--- src/pkg/tqec_pkg.sv ---
// Purpose: shared constants and types of the transmit queue-enable register bank
// Assumes: 16-bit registers at even byte offsets on the device's own register port
// Notes:   queue base of each master register is held here, next to its register index
package tqec_pkg;

  localparam int ADDR_W        = 10;
  localparam int DATA_W        = 16;
  localparam int NUM_REGS      = 5;
  localparam int MQ_REGS       = 4;
  localparam int NUM_QUEUES    = 64;
  localparam int SHARED_QUEUES = 32;
  localparam int GATED_BASE    = 32;
  localparam int SQ_BASE       = 16;

  typedef logic [2:0] tqec_idx_t;

  localparam tqec_idx_t IDX_MQ_UPPER = 3'h0;
  localparam tqec_idx_t IDX_MQ_HIGH  = 3'h1;
  localparam tqec_idx_t IDX_MQ_MID   = 3'h2;
  localparam tqec_idx_t IDX_MQ_LOW   = 3'h3;
  localparam tqec_idx_t IDX_SQ_UPPER = 3'h4;
  localparam tqec_idx_t IDX_NONE     = 3'h7;

  localparam logic [ADDR_W-1:0] OFS_MQ_UPPER = 10'h158;
  localparam logic [ADDR_W-1:0] OFS_MQ_HIGH  = 10'h15a;
  localparam logic [ADDR_W-1:0] OFS_MQ_MID   = 10'h15c;
  localparam logic [ADDR_W-1:0] OFS_MQ_LOW   = 10'h15e;
  localparam logic [ADDR_W-1:0] OFS_SQ_UPPER = 10'h16c;

  localparam logic [DATA_W-1:0] REG_RESET = 16'h0000;

  // first egress queue served by each master register, by register index
  localparam int        MQ_BASE [MQ_REGS] = '{48, 32, 16, 0};
  localparam tqec_idx_t MQ_IDX  [MQ_REGS] = '{IDX_MQ_UPPER, IDX_MQ_HIGH, IDX_MQ_MID, IDX_MQ_LOW};

  typedef enum logic [1:0] {
    TQEC_ST_IDLE = 2'b01,
    TQEC_ST_ACK  = 2'b10
  } tqec_state_t;

  function automatic tqec_idx_t tqec_reg_index(input logic [ADDR_W-1:0] addr);
    case (addr)
      OFS_MQ_UPPER: tqec_reg_index = IDX_MQ_UPPER;
      OFS_MQ_HIGH:  tqec_reg_index = IDX_MQ_HIGH;
      OFS_MQ_MID:   tqec_reg_index = IDX_MQ_MID;
      OFS_MQ_LOW:   tqec_reg_index = IDX_MQ_LOW;
      OFS_SQ_UPPER: tqec_reg_index = IDX_SQ_UPPER;
      default:      tqec_reg_index = IDX_NONE;
    endcase
  endfunction : tqec_reg_index

endpackage : tqec_pkg

--- src/pkg/tqec_cfg_if.sv ---
// Purpose: carries the stored register words from the register file to its readers
// Assumes: one writer, any number of readers
// Notes:   no clocking, plain wires
`timescale 1ns/10ps
interface tqec_cfg_if;
  import tqec_pkg::*;
  logic [NUM_REGS-1:0][DATA_W-1:0] regs;
  modport owner  (output regs);
  modport reader (input regs);
endinterface : tqec_cfg_if

--- src/core/tqec_top.sv ---
// Purpose: transmit queue-enable configuration bank with its register port
// Assumes: host accesses are synchronous to sys_clk, one access at a time
// Notes:   every access is answered by a one-cycle ack, one cycle after it is taken
`timescale 1ns/10ps

// Summary of operation
// - Bits 15..0 of the upper master register enable egress queues 63..48.
// - Bits 15..0 of the high master register enable egress queues 47..32.
// - Bits 15..0 of the mid master register enable egress queues 31..16.
// - Bits 15..0 of the low master register enable egress queues 15..0.
// - While the device select bit is 0 the upper two master registers have no effect.
// - A queue is enabled for shared operation when its master bit is 1, else not.
// - Sharing covers at most 32 queues, so only queues 0 to 31 take part in it.
// - Bit i of the slave register tells the master that slave queue 16+i is enabled.
// - Slave bits are written only in the master and act only in shared mode.
module tqec_top (
  input  wire logic                                          sys_clk,
  input  wire logic                                          nrst,
  input  wire logic [tqec_pkg::ADDR_W-1:0]                   reg_addr,
  input  wire logic [tqec_pkg::DATA_W-1:0]                   reg_wdata,
  input  wire logic                                          reg_wr,
  input  wire logic                                          reg_rd,
  output logic [tqec_pkg::DATA_W-1:0]                        reg_rdata,
  output logic                                               reg_ack,
  output logic                                               reg_err,
  input  wire logic                                          device_select_bit,
  input  wire logic                                          shared_mode,
  output logic [tqec_pkg::NUM_QUEUES-1:0]                    queue_en,
  output logic [tqec_pkg::SHARED_QUEUES-1:0]                 shared_queue_en,
  output logic [tqec_pkg::SHARED_QUEUES-1:tqec_pkg::SQ_BASE] slave_queue_en
);
  import tqec_pkg::*;

  tqec_state_t       state_q;
  tqec_state_t       state_d;
  tqec_idx_t         acc_idx;
  logic              acc_take;
  logic              wr_take;
  logic              rd_take;
  logic [DATA_W-1:0] rdata_d;
  logic [DATA_W-1:0] rdata_q;
  logic              err_q;

  tqec_cfg_if cfg ();

  // one decode serves both directions
  assign acc_idx  = tqec_reg_index(reg_addr);

  // requests are only taken while idle; the ack cycle refuses them
  assign acc_take = (state_q == TQEC_ST_IDLE) && (reg_wr || reg_rd);
  assign wr_take  = (state_q == TQEC_ST_IDLE) && reg_wr;
  assign rd_take  = (state_q == TQEC_ST_IDLE) && reg_rd && !reg_wr;

  always_comb begin
    state_d = state_q;
    case (state_q)
      TQEC_ST_IDLE: begin
        if (acc_take) begin
          state_d = TQEC_ST_ACK;
        end
      end
      TQEC_ST_ACK: begin
        state_d = TQEC_ST_IDLE;
      end
      default: begin
        state_d = TQEC_ST_IDLE;
      end
    endcase
  end

  always_ff @(posedge sys_clk or negedge nrst) begin
    if (!nrst) begin
      state_q <= TQEC_ST_IDLE;
    end else begin
      state_q <= state_d;
    end
  end

  // unmapped reads return zero rather than stale data
  always_comb begin
    rdata_d = '0;
    if (acc_idx != IDX_NONE) begin
      rdata_d = cfg.regs[acc_idx];
    end
  end

  always_ff @(posedge sys_clk or negedge nrst) begin
    if (!nrst) begin
      rdata_q <= '0;
    end else if (rd_take) begin
      rdata_q <= rdata_d;
    end else if (wr_take) begin
      rdata_q <= '0;
    end
  end

  always_ff @(posedge sys_clk or negedge nrst) begin
    if (!nrst) begin
      err_q <= 1'b0;
    end else if (acc_take) begin
      err_q <= (acc_idx == IDX_NONE);
    end else begin
      err_q <= 1'b0;
    end
  end

  assign reg_ack   = (state_q == TQEC_ST_ACK);
  assign reg_err   = err_q;
  assign reg_rdata = rdata_q;

  tqec_regfile u_regfile (
    .sys_clk (sys_clk),
    .nrst    (nrst),
    .wr_idx  (acc_idx),
    .wr_en   (wr_take && (acc_idx != IDX_NONE)),
    .wr_data (reg_wdata),
    .cfg     (cfg.owner)
  );

  tqec_qmap u_qmap (
    .sys_clk           (sys_clk),
    .nrst              (nrst),
    .cfg               (cfg.reader),
    .device_select_bit (device_select_bit),
    .shared_mode       (shared_mode),
    .queue_en          (queue_en),
    .shared_queue_en   (shared_queue_en),
    .slave_queue_en    (slave_queue_en)
  );
endmodule : tqec_top

--- src/core/tqec_regfile.sv ---
// Purpose: storage of the queue-enable register words
// Assumes: at most one write per cycle, index already decoded
// Notes:   every word clears to zero and holds until written
`timescale 1ns/10ps
module tqec_regfile (
  input  wire logic                        sys_clk,
  input  wire logic                        nrst,
  input  wire tqec_pkg::tqec_idx_t         wr_idx,
  input  wire logic                        wr_en,
  input  wire logic [tqec_pkg::DATA_W-1:0] wr_data,
  tqec_cfg_if.owner                        cfg
);
  import tqec_pkg::*;

  for (genvar g = 0; g < NUM_REGS; g++) begin : g_word
    logic [DATA_W-1:0] word_q;

    always_ff @(posedge sys_clk or negedge nrst) begin
      if (!nrst) begin
        word_q <= REG_RESET;
      end else if (wr_en && (wr_idx == tqec_idx_t'(g))) begin
        word_q <= wr_data;
      end
    end

    assign cfg.regs[g] = word_q;
  end

endmodule : tqec_regfile

--- src/core/tqec_qmap.sv ---
// Purpose: turns stored words into per-queue enable vectors
// Assumes: select and shared-mode levels come from the main configuration logic
// Notes:   outputs are registered, so they follow the words by one cycle
`timescale 1ns/10ps
module tqec_qmap (
  input  wire logic                                                     sys_clk,
  input  wire logic                                                     nrst,
  tqec_cfg_if.reader                                                    cfg,
  input  wire logic                                                     device_select_bit,
  input  wire logic                                                     shared_mode,
  output logic [tqec_pkg::NUM_QUEUES-1:0]                               queue_en,
  output logic [tqec_pkg::SHARED_QUEUES-1:0]                            shared_queue_en,
  output logic [tqec_pkg::SHARED_QUEUES-1:tqec_pkg::SQ_BASE]            slave_queue_en
);
  import tqec_pkg::*;

  logic [NUM_QUEUES-1:0]            queue_en_d;
  logic [SHARED_QUEUES-1:0]         shared_en_d;
  logic [SHARED_QUEUES-1:SQ_BASE]   slave_en_d;

  for (genvar g = 0; g < MQ_REGS; g++) begin : g_map
    // upper half is meaningless unless the second device is selected
    if (MQ_BASE[g] >= GATED_BASE) begin : g_gated
      assign queue_en_d[MQ_BASE[g] +: DATA_W] =
        device_select_bit ? cfg.regs[MQ_IDX[g]] : '0;
    end else begin : g_plain
      assign queue_en_d[MQ_BASE[g] +: DATA_W] = cfg.regs[MQ_IDX[g]];
    end
  end

  // only the lower 32 queues take part in sharing
  assign shared_en_d = shared_mode ? queue_en_d[SHARED_QUEUES-1:0] : '0;
  assign slave_en_d  = shared_mode ? cfg.regs[IDX_SQ_UPPER] : '0;

  always_ff @(posedge sys_clk or negedge nrst) begin
    if (!nrst) begin
      queue_en        <= '0;
      shared_queue_en <= '0;
      slave_queue_en  <= '0;
    end else begin
      queue_en        <= queue_en_d;
      shared_queue_en <= shared_en_d;
      slave_queue_en  <= slave_en_d;
    end
  end

endmodule : tqec_qmap

--- config.mk ---
export PLATFORM = sky130hd
export DESIGN_NAME = tqec_top
export DESIGN_NICKNAME = d
export VERILOG_FILES = /design/src/pkg/tqec_pkg.sv /design/src/pkg/tqec_cfg_if.sv /design/src/core/tqec_top.sv /design/src/core/tqec_regfile.sv /design/src/core/tqec_qmap.sv
export SDC_FILE = /design/constraint.sdc
export NUM_CORES = 1
export LEC_CHECK = 0
export BUFFER_PORTS_ARGS = -buffer_cell sky130_fd_sc_hd__buf_2
export CAP_MARGIN = 20
export CELL_PAD_IN_SITES_DETAIL_PLACEMENT = 0
export CELL_PAD_IN_SITES_GLOBAL_PLACEMENT = 1
export CORE_MARGIN = 3
export CORE_UTILIZATION = 36
export DETAILED_ROUTE_END_ITERATION = 7
export PLACE_DENSITY_LB_ADDON = 0.1
export SLEW_MARGIN = 20
export SYNTH_ARGS = -nofsm -noshare
export SYNTH_HDL_FRONTEND = slang
export SYNTH_SLANG_ARGS = --single-unit
--- constraint.sdc ---
create_clock -name sys_clk -period 1.75 [get_ports sys_clk]
set_input_delay 0.35 -clock sys_clk [delete_from_list [all_inputs] [get_ports sys_clk]]
set_output_delay 0.35 -clock sys_clk [all_outputs]
set_load 0.02 [all_outputs]
==> impl_metrics.csv, run 1 <==
group,metric,value,unit
run_status,status,"finished with violations",
run_status,violations,"negative setup slack",
logic_synthesis,ys.flop_type,"dfrtp_1",
logic_synthesis,netlist.area_leader.share,68.0,%
logic_synthesis,synthDominantAreaCellType,"dfrtp_1",
route,viasPerCell,4.78,
sta,slew_headroom,44.7,%
sta,hold_violations,0,
finish,fillCellCount,1898,
logic_synthesis,synth_common_cells,"dfrtp_1 (210), mux2_2 (85), and2_1 (80)",
critical_path,rrSetupSlack,-0.03,ns
sta,worst_slack,-0.0270,ns
die,fp-row-count,52,
sta,hold_ws,0.151,ns
grt,grt_use_total,16.6,%
critical_path,cp_max_fo,16,
sta,rsz0062_at_grt,"true",
finish,finalCoreUtilization,48.2,%
clock_tree,clk_pin_slew,0.06,ns
flow_run,drv_cap,0,
logic_synthesis,synth.avg_cell_area,15.1,µm²
logic_synthesis,synth-edff-count,0,
power_and_ir_drop,cellPowerDensity,1030,nW/µm²
finish,final_cell_count_no_fill,997,
finish,regArea,5280,µm²
clock_tree,cts_tree,"built",
sta,min_period,1.78,ns
route,drtPass1Iterations,5,
clock_tree,cts_made_buffers,23,
route,routedWlPerCell,19.4,µm
critical_path,cp.required,2.14,ns
route,drc,0,
place,io_buffers,161,
grt,overflow,0,
route,drtIter0Drc,231,
clock_tree,cts_sinks,211,
hold_path,min_path_type,"in2reg",
finish,multiInputGateArea,2370,µm²
sta,tightest_slew,0.829,ns
logic_synthesis,synth_cells,511,
critical_path,worstSetupEndpointType,"flop",
place,placed_cells,952,
logic_synthesis,yosysMostFrequentCell,"dfrtp_1",
clock_tree,htreeDepth,1,
die,die_h,153,µm
die,die_w,153,µm
die,die-area,23300,µm²
logic_synthesis,synthArstFlopShare,100,%
route,wirelength,19400,µm
die,core_area,20700,µm²
critical_path,r2r-end,"u_regfile.g_word[0].word_q[9]",
route,dr_total_vias,4762,
die,ios,162,
finish,design_area,9970,µm²
finish,drive_gt1_share,47.0,%
power_and_ir_drop,irDropWorstVdd,0.625,mV
hold_path,holdPathStages,2,
critical_path,reg2reg_depth,5,
hold_path,holdPathEnd,"u_regfile.g_word[3].word_q[15]",
clock_tree,cts_root_buf,"clkbuf_16",
grt,grt_pass1_wl,30600,µm
sta,max_clock_freq,563,MHz
finish,area_delta_synth_final,28.9,%
clock_tree,cts_max_path_buffers,3,
power_and_ir_drop,total_leakage_power,5.35,nW
hold_path,min-delay-start,"reg_wdata[15]",
critical_path,cp.arrival,2.16,ns
logic_synthesis,synth-seq-cells,211,
logic_synthesis,synth_nets,543,
critical_path,rr_startpoint,"state_q[0]",
sta,skew,0.0117,ns
route,final_antenna_net_count,0,
sta,setup_viol,19,
place,placed_area,9210,µm²
clock_tree,insertion_delay,0.51,ns
critical_path,crit_start,"state_q[0]",
place,dp_hpwl,13100,µm
critical_path,worstSetupPathType,"reg2reg",
sta,finalCritPeriodShare,102,%
die,start_util,37.4,%
grt,antenna_found_initial,0,
critical_path,cp-start-kind,"flop",
logic_synthesis,yosys_warnings,0,
finish,final_nets,742,
logic_synthesis,syn_area,7730,µm²
grt,grt_pass1_vias,5182,
logic_synthesis,synthTopCellsByArea,"dfrtp_1 (68%), mux2_2 (12%), and2_1 (6.5%)",
place,pre_cts_ws,-0.192,ns
logic_synthesis,ys_seq_area_share,68.3,%
grt,grt_max_degree,51,
finish,antenna_cells,0,
place,gp_routability_congestion,0.784,
sta,finalMaxSlewViolations,0,
logic_synthesis,synth_cell_type_count,41,
==> how the worst max path moves through the flow <==
stage	depth (start not counted)	slack, ns	end
global route	6	-0.10	reg_rdata[1]
detailed placement	6	-0.19	u_regfile.g_word[0].word_q[12]
global placement	6	-0.16	u_regfile.g_word[0].word_q[5]
finish	5	-0.03	u_regfile.g_word[0].word_q[9]
floorplan	6	-0.1	u_regfile.g_word[0].word_q[10]
CTS	5	-0.06	u_regfile.g_word[0].word_q[12]
==> cell usage in the layout, fill, tap and decap left out, types with 2 or more instances in the layout <==
master,instances
nand4_1,2
nand2b_1,3
dfrtp_1,210
inv_1,4
buf_4,22
buf_6,4
o31ai_1,15
nor2_1,16
clkbuf_1,7
a21oi_1,2
and2_1,80
mux2_2,74
o22ai_1,16
buf_12,11
clkbuf_16,23
clkinv_2,6
a22oi_1,15
buf_2,160
mux2_4,21
clkbuf_8,4
or4bb_1,2
nor2b_1,2
nand2_1,2
==> where the power goes <==
part / internal [W] / switching, W / leakage, nW
logic: 0.000266 / 0.000470 / 2.06
clock network: 0.00260 / 0.00186 / 0.349
registers: 0.00498 / 0.0000468 / 2.94
==> cells by family (layout without fill, tap and decap cells) <==
| group | after synthesis | count (layout) | synth area share [%] |
|---|---|---|---|
| simple gates | 122 | 122 | 10.2 |
| mux | 95 | 95 | 14.3 |
| flops | 211 | 211 | 68.3 |
| compound gates | 54 | 54 | 5.08 |
| buf+inv | 29 | 245 | 2.04 |
==> layout make-up <==
class | instances | area share (%)
clock buffers | 34 | 6.59
flip-flops and latches | 211 | 53.0
multi-input cells | 271 | 23.8
well taps | 270 | 3.39
inverters | 4 | 0.151
repair buffers | 199 | 12.6
clock inverters | 8 | 0.465
==> what timing repair did <==
item                       4_1_cts  5_1_grt
pin swaps                        0        2
gates resized for setup          6        2
cloned                           1        0
setup endpoints to repair       37       85
buffers inserted                 2        0
hold endpoints to repair        44        0
hold buffers                     1        0
==> flip-flops by register name, summed over array words and instances, names as in the netlist <==
name,count
state_q,2
reg_err,1
u_qmap.queue_en,64
u_regfile.g_word.word_q,80
reg_rdata,16
u_qmap.shared_queue_en,32
u_qmap.slave_queue_en,16
==> worst max-delay path: stages (launching register included) <==
cell and delay [ns]:
dfstp_2 0.52, and2b_2 0.19, nand4_4 0.11, or3_4 0.36, buf_12 0.17, mux2_4 0.30
==> per-stage QoR <==
step / TNS (ns) / power (W)
finish: -0.380 / 0.0102
CTS: -1.10 / 0.0104
floorplan: -2.39 / 0.00540
global placement: -8.83 / 0.00586
detailed placement: -9.73 / 0.00586
global route: -4.58 / 0.0107
==> per-layer routing <==
metal,routed length (µm),vias up,GRT usage [%]
met5,0,-,0
met4,315,0,4.16
met3,1070,26,3.72
met2,9230,134,26.8
met1,8770,2422,23.1
li1,-,2180,-
Note: power is estimated with default switching activity, not from simulation.
==> run 2, diff against run 1 <==
--- a/config.mk
+++ b/config.mk
@@ -13,6 +13,7 @@
 export CORE_UTILIZATION = 36
 export DETAILED_ROUTE_END_ITERATION = 7
 export PLACE_DENSITY_LB_ADDON = 0.1
+export SETUP_SLACK_MARGIN = 0.1
 export SLEW_MARGIN = 20
 export SYNTH_ARGS = -nofsm -noshare
 export SYNTH_HDL_FRONTEND = slang
==> impl_metrics.csv, run 2 (synthesis gave the netlist of run 1 again) <==
group,metric,value,unit
route,dr_total_vias,4827,
sta,worst_slack,-0.0517,ns
run_status,status,"finished with violations",
die,die_w,153,µm
clock_tree,insertion_delay,0.51,ns
sta,hold_ws,0.148,ns
finish,final_nets,745,
power_and_ir_drop,cellPowerDensity,1100,nW/µm²
critical_path,r2r-end,"u_regfile.g_word[4].word_q[10]",
finish,top_register,"u_regfile.g_word.word_q",
sta,rsz0062_at_grt,"true",
sta,setup_viol,47,
grt,overflow,0,
grt,grt_pass1_vias,5211,
die,start_util,37.4,%
hold_path,min-delay-start,"reg_wdata[15]",
critical_path,cp-start-kind,"flop",
hold_path,min_path_type,"in2reg",
critical_path,cp_max_fo,10,
place,dp_hpwl,13000,µm
sta,hold_violations,0,
grt,grt_pass1_wl,31200,µm
finish,largest_registers,"u_regfile.g_word.word_q x80, u_qmap.queue_en x64, u_qmap.shared_queue_en x32",
critical_path,worstSetupEndpointType,"flop",
finish,largest_reg_flops,80,
sta,finalCritPeriodShare,103,%
hold_path,holdPathEnd,"u_regfile.g_word[0].word_q[15]",
place,io_buffers,161,
route,routedWlPerCell,19.8,µm
route,viasPerCell,4.83,
route,final_antenna_net_count,0,
sta,slew_headroom,44.2,%
die,core_area,20700,µm²
clock_tree,cts_sinks,211,
sta,final.setup.tns,-1.01,ns
finish,final_common_cell,"dfrtp_1",
critical_path,rr_startpoint,"state_q[0]",
run_status,violations,"negative setup slack",
power_and_ir_drop,p_total,0.0113,W
grt,grt_use_total,16.9,%
power_and_ir_drop,irDropWorstVdd,0.572,mV
clock_tree,clk_pin_slew,0.06,ns
sta,tightest_slew,0.837,ns
place,placed_area,9270,µm²
die,die_h,153,µm
clock_tree,cts_tree,"built",
critical_path,worstSetupPathType,"reg2reg",
hold_path,holdPathStages,2,
flow_run,drv_cap,0,
sta,skew,0.0127,ns
die,die-area,23300,µm²
route,drc,0,
sta,max_clock_freq,555,MHz
finish,antenna_cells,0,
finish,area_delta_synth_final,32.8,%
power_and_ir_drop,total_leakage_power,5.48,nW
die,ios,162,
place,gp_routability_congestion,0.788,
finish,drive_gt1_share,48.2,%
critical_path,reg2reg_depth,6,
sta,finalMaxSlewViolations,0,
clock_tree,cts_made_buffers,23,
critical_path,cp.required,2.13,ns
clock_tree,cts_root_buf,"clkbuf_16",
finish,final_cell_mix,"dfrtp_1 (210), buf_2 (159), and2_1 (80), mux2_2 (66), mux2_4 (29)",
critical_path,cp_slowest_cell,"dfstp_2",
sta,min_period,1.80,ns
route,drtPass1Iterations,4,
critical_path,cp_slowest_stage_delay,0.53,ns
grt,grt_max_degree,49,
grt,antenna_found_initial,1,
critical_path,crit_chain,"and2b_2, buf_4, nand3_4, nor3_4, buf_12, mux2_2",
die,fp-row-count,52,
place,pre_cts_ws,-0.196,ns
finish,design_area,10300,µm²
critical_path,rrSetupSlack,-0.05,ns
route,drtIter0Drc,261,
route,wirelength,19800,µm
clock_tree,htreeDepth,1,
clock_tree,cts_max_path_buffers,3,
critical_path,cp.arrival,2.18,ns
-- run 2: cell types whose count changed in the layout (fill, tap and decap cells not counted), moves of 2 or more --
cell / delta
buf_12: +3
clkbuf_1: -5
mux2_2: -8
clkbuf_8: -2
mux2_4: +8
bufinv_16: +7
-- run 2: metrics by stage --
stage | instances | utilization (%)
finish | 1000 | 49.6
global route | 1000 | 49.6
CTS | 997 | 49.3
detailed placement | 954 | 44.8
global placement | 954 | 44.8
floorplan | 511 | -
-- run 2: power by group --
group	internal, W	leakage (nW)	switching, W	total, W
Combinational	0.000309	2.11	0.000496	0.000805
Sequential	0.00498	2.94	0.0000457	0.00502
Clock	0.00353	0.431	0.00191	0.00544
-- run 2: critical path: cells and delay by family (launching register included) --
family                 cells  cell delay, ns
flip-flops                 1            0.53
AND/OR/NAND/NOR            3            0.48
multiplexers               1            0.34
buffers and inverters      2            0.33
-- run 2: final cells by class --
class / instances / area (µm²)
multi-input cells: 271 / 2420
inverters: 4 / 15.0
fillers: 1847 / 10400
clock inverters: 15 / 258
clock buffers: 27 / 611
repair buffers: 202 / 1340
well taps: 270 / 338
flip-flops and latches: 211 / 5280
-- run 2: timing repair --
action	in CTS	in global routing
hold endpoints to repair	42	0
buffers inserted	0	2
pin swaps	0	1
hold buffers	1	0
cloned	0	1
resized for setup	12	9
setup endpoints to repair	96	96
-- run 2: worst max-delay path by stage --
stage,slack (ns),start,depth (start not counted),end
2_1_floorplan,-0.1,reg_addr[9],6,u_regfile.g_word[0].word_q[10]
3_3_place_gp,-0.17,reg_addr[9],6,u_regfile.g_word[0].word_q[6]
3_5_place_dp,-0.20,reg_addr[9],6,u_regfile.g_word[0].word_q[5]
4_1_cts,-0.07,state_q[0],5,u_regfile.g_word[0].word_q[6]
5_1_grt,-0.1,state_q[0],5,u_regfile.g_word[0].word_q[6]
6_report,-0.05,state_q[0],6,u_regfile.g_word[4].word_q[10]
-- run 2: routing by layer --
metal	vias to the layer above	routed length [µm]	track usage [%]
met5	-	13	0
met1	2449	8760	23.6
met3	28	1360	4.26
li1	2185	-	-
met4	2	298	3.95
met2	163	9340	27.0
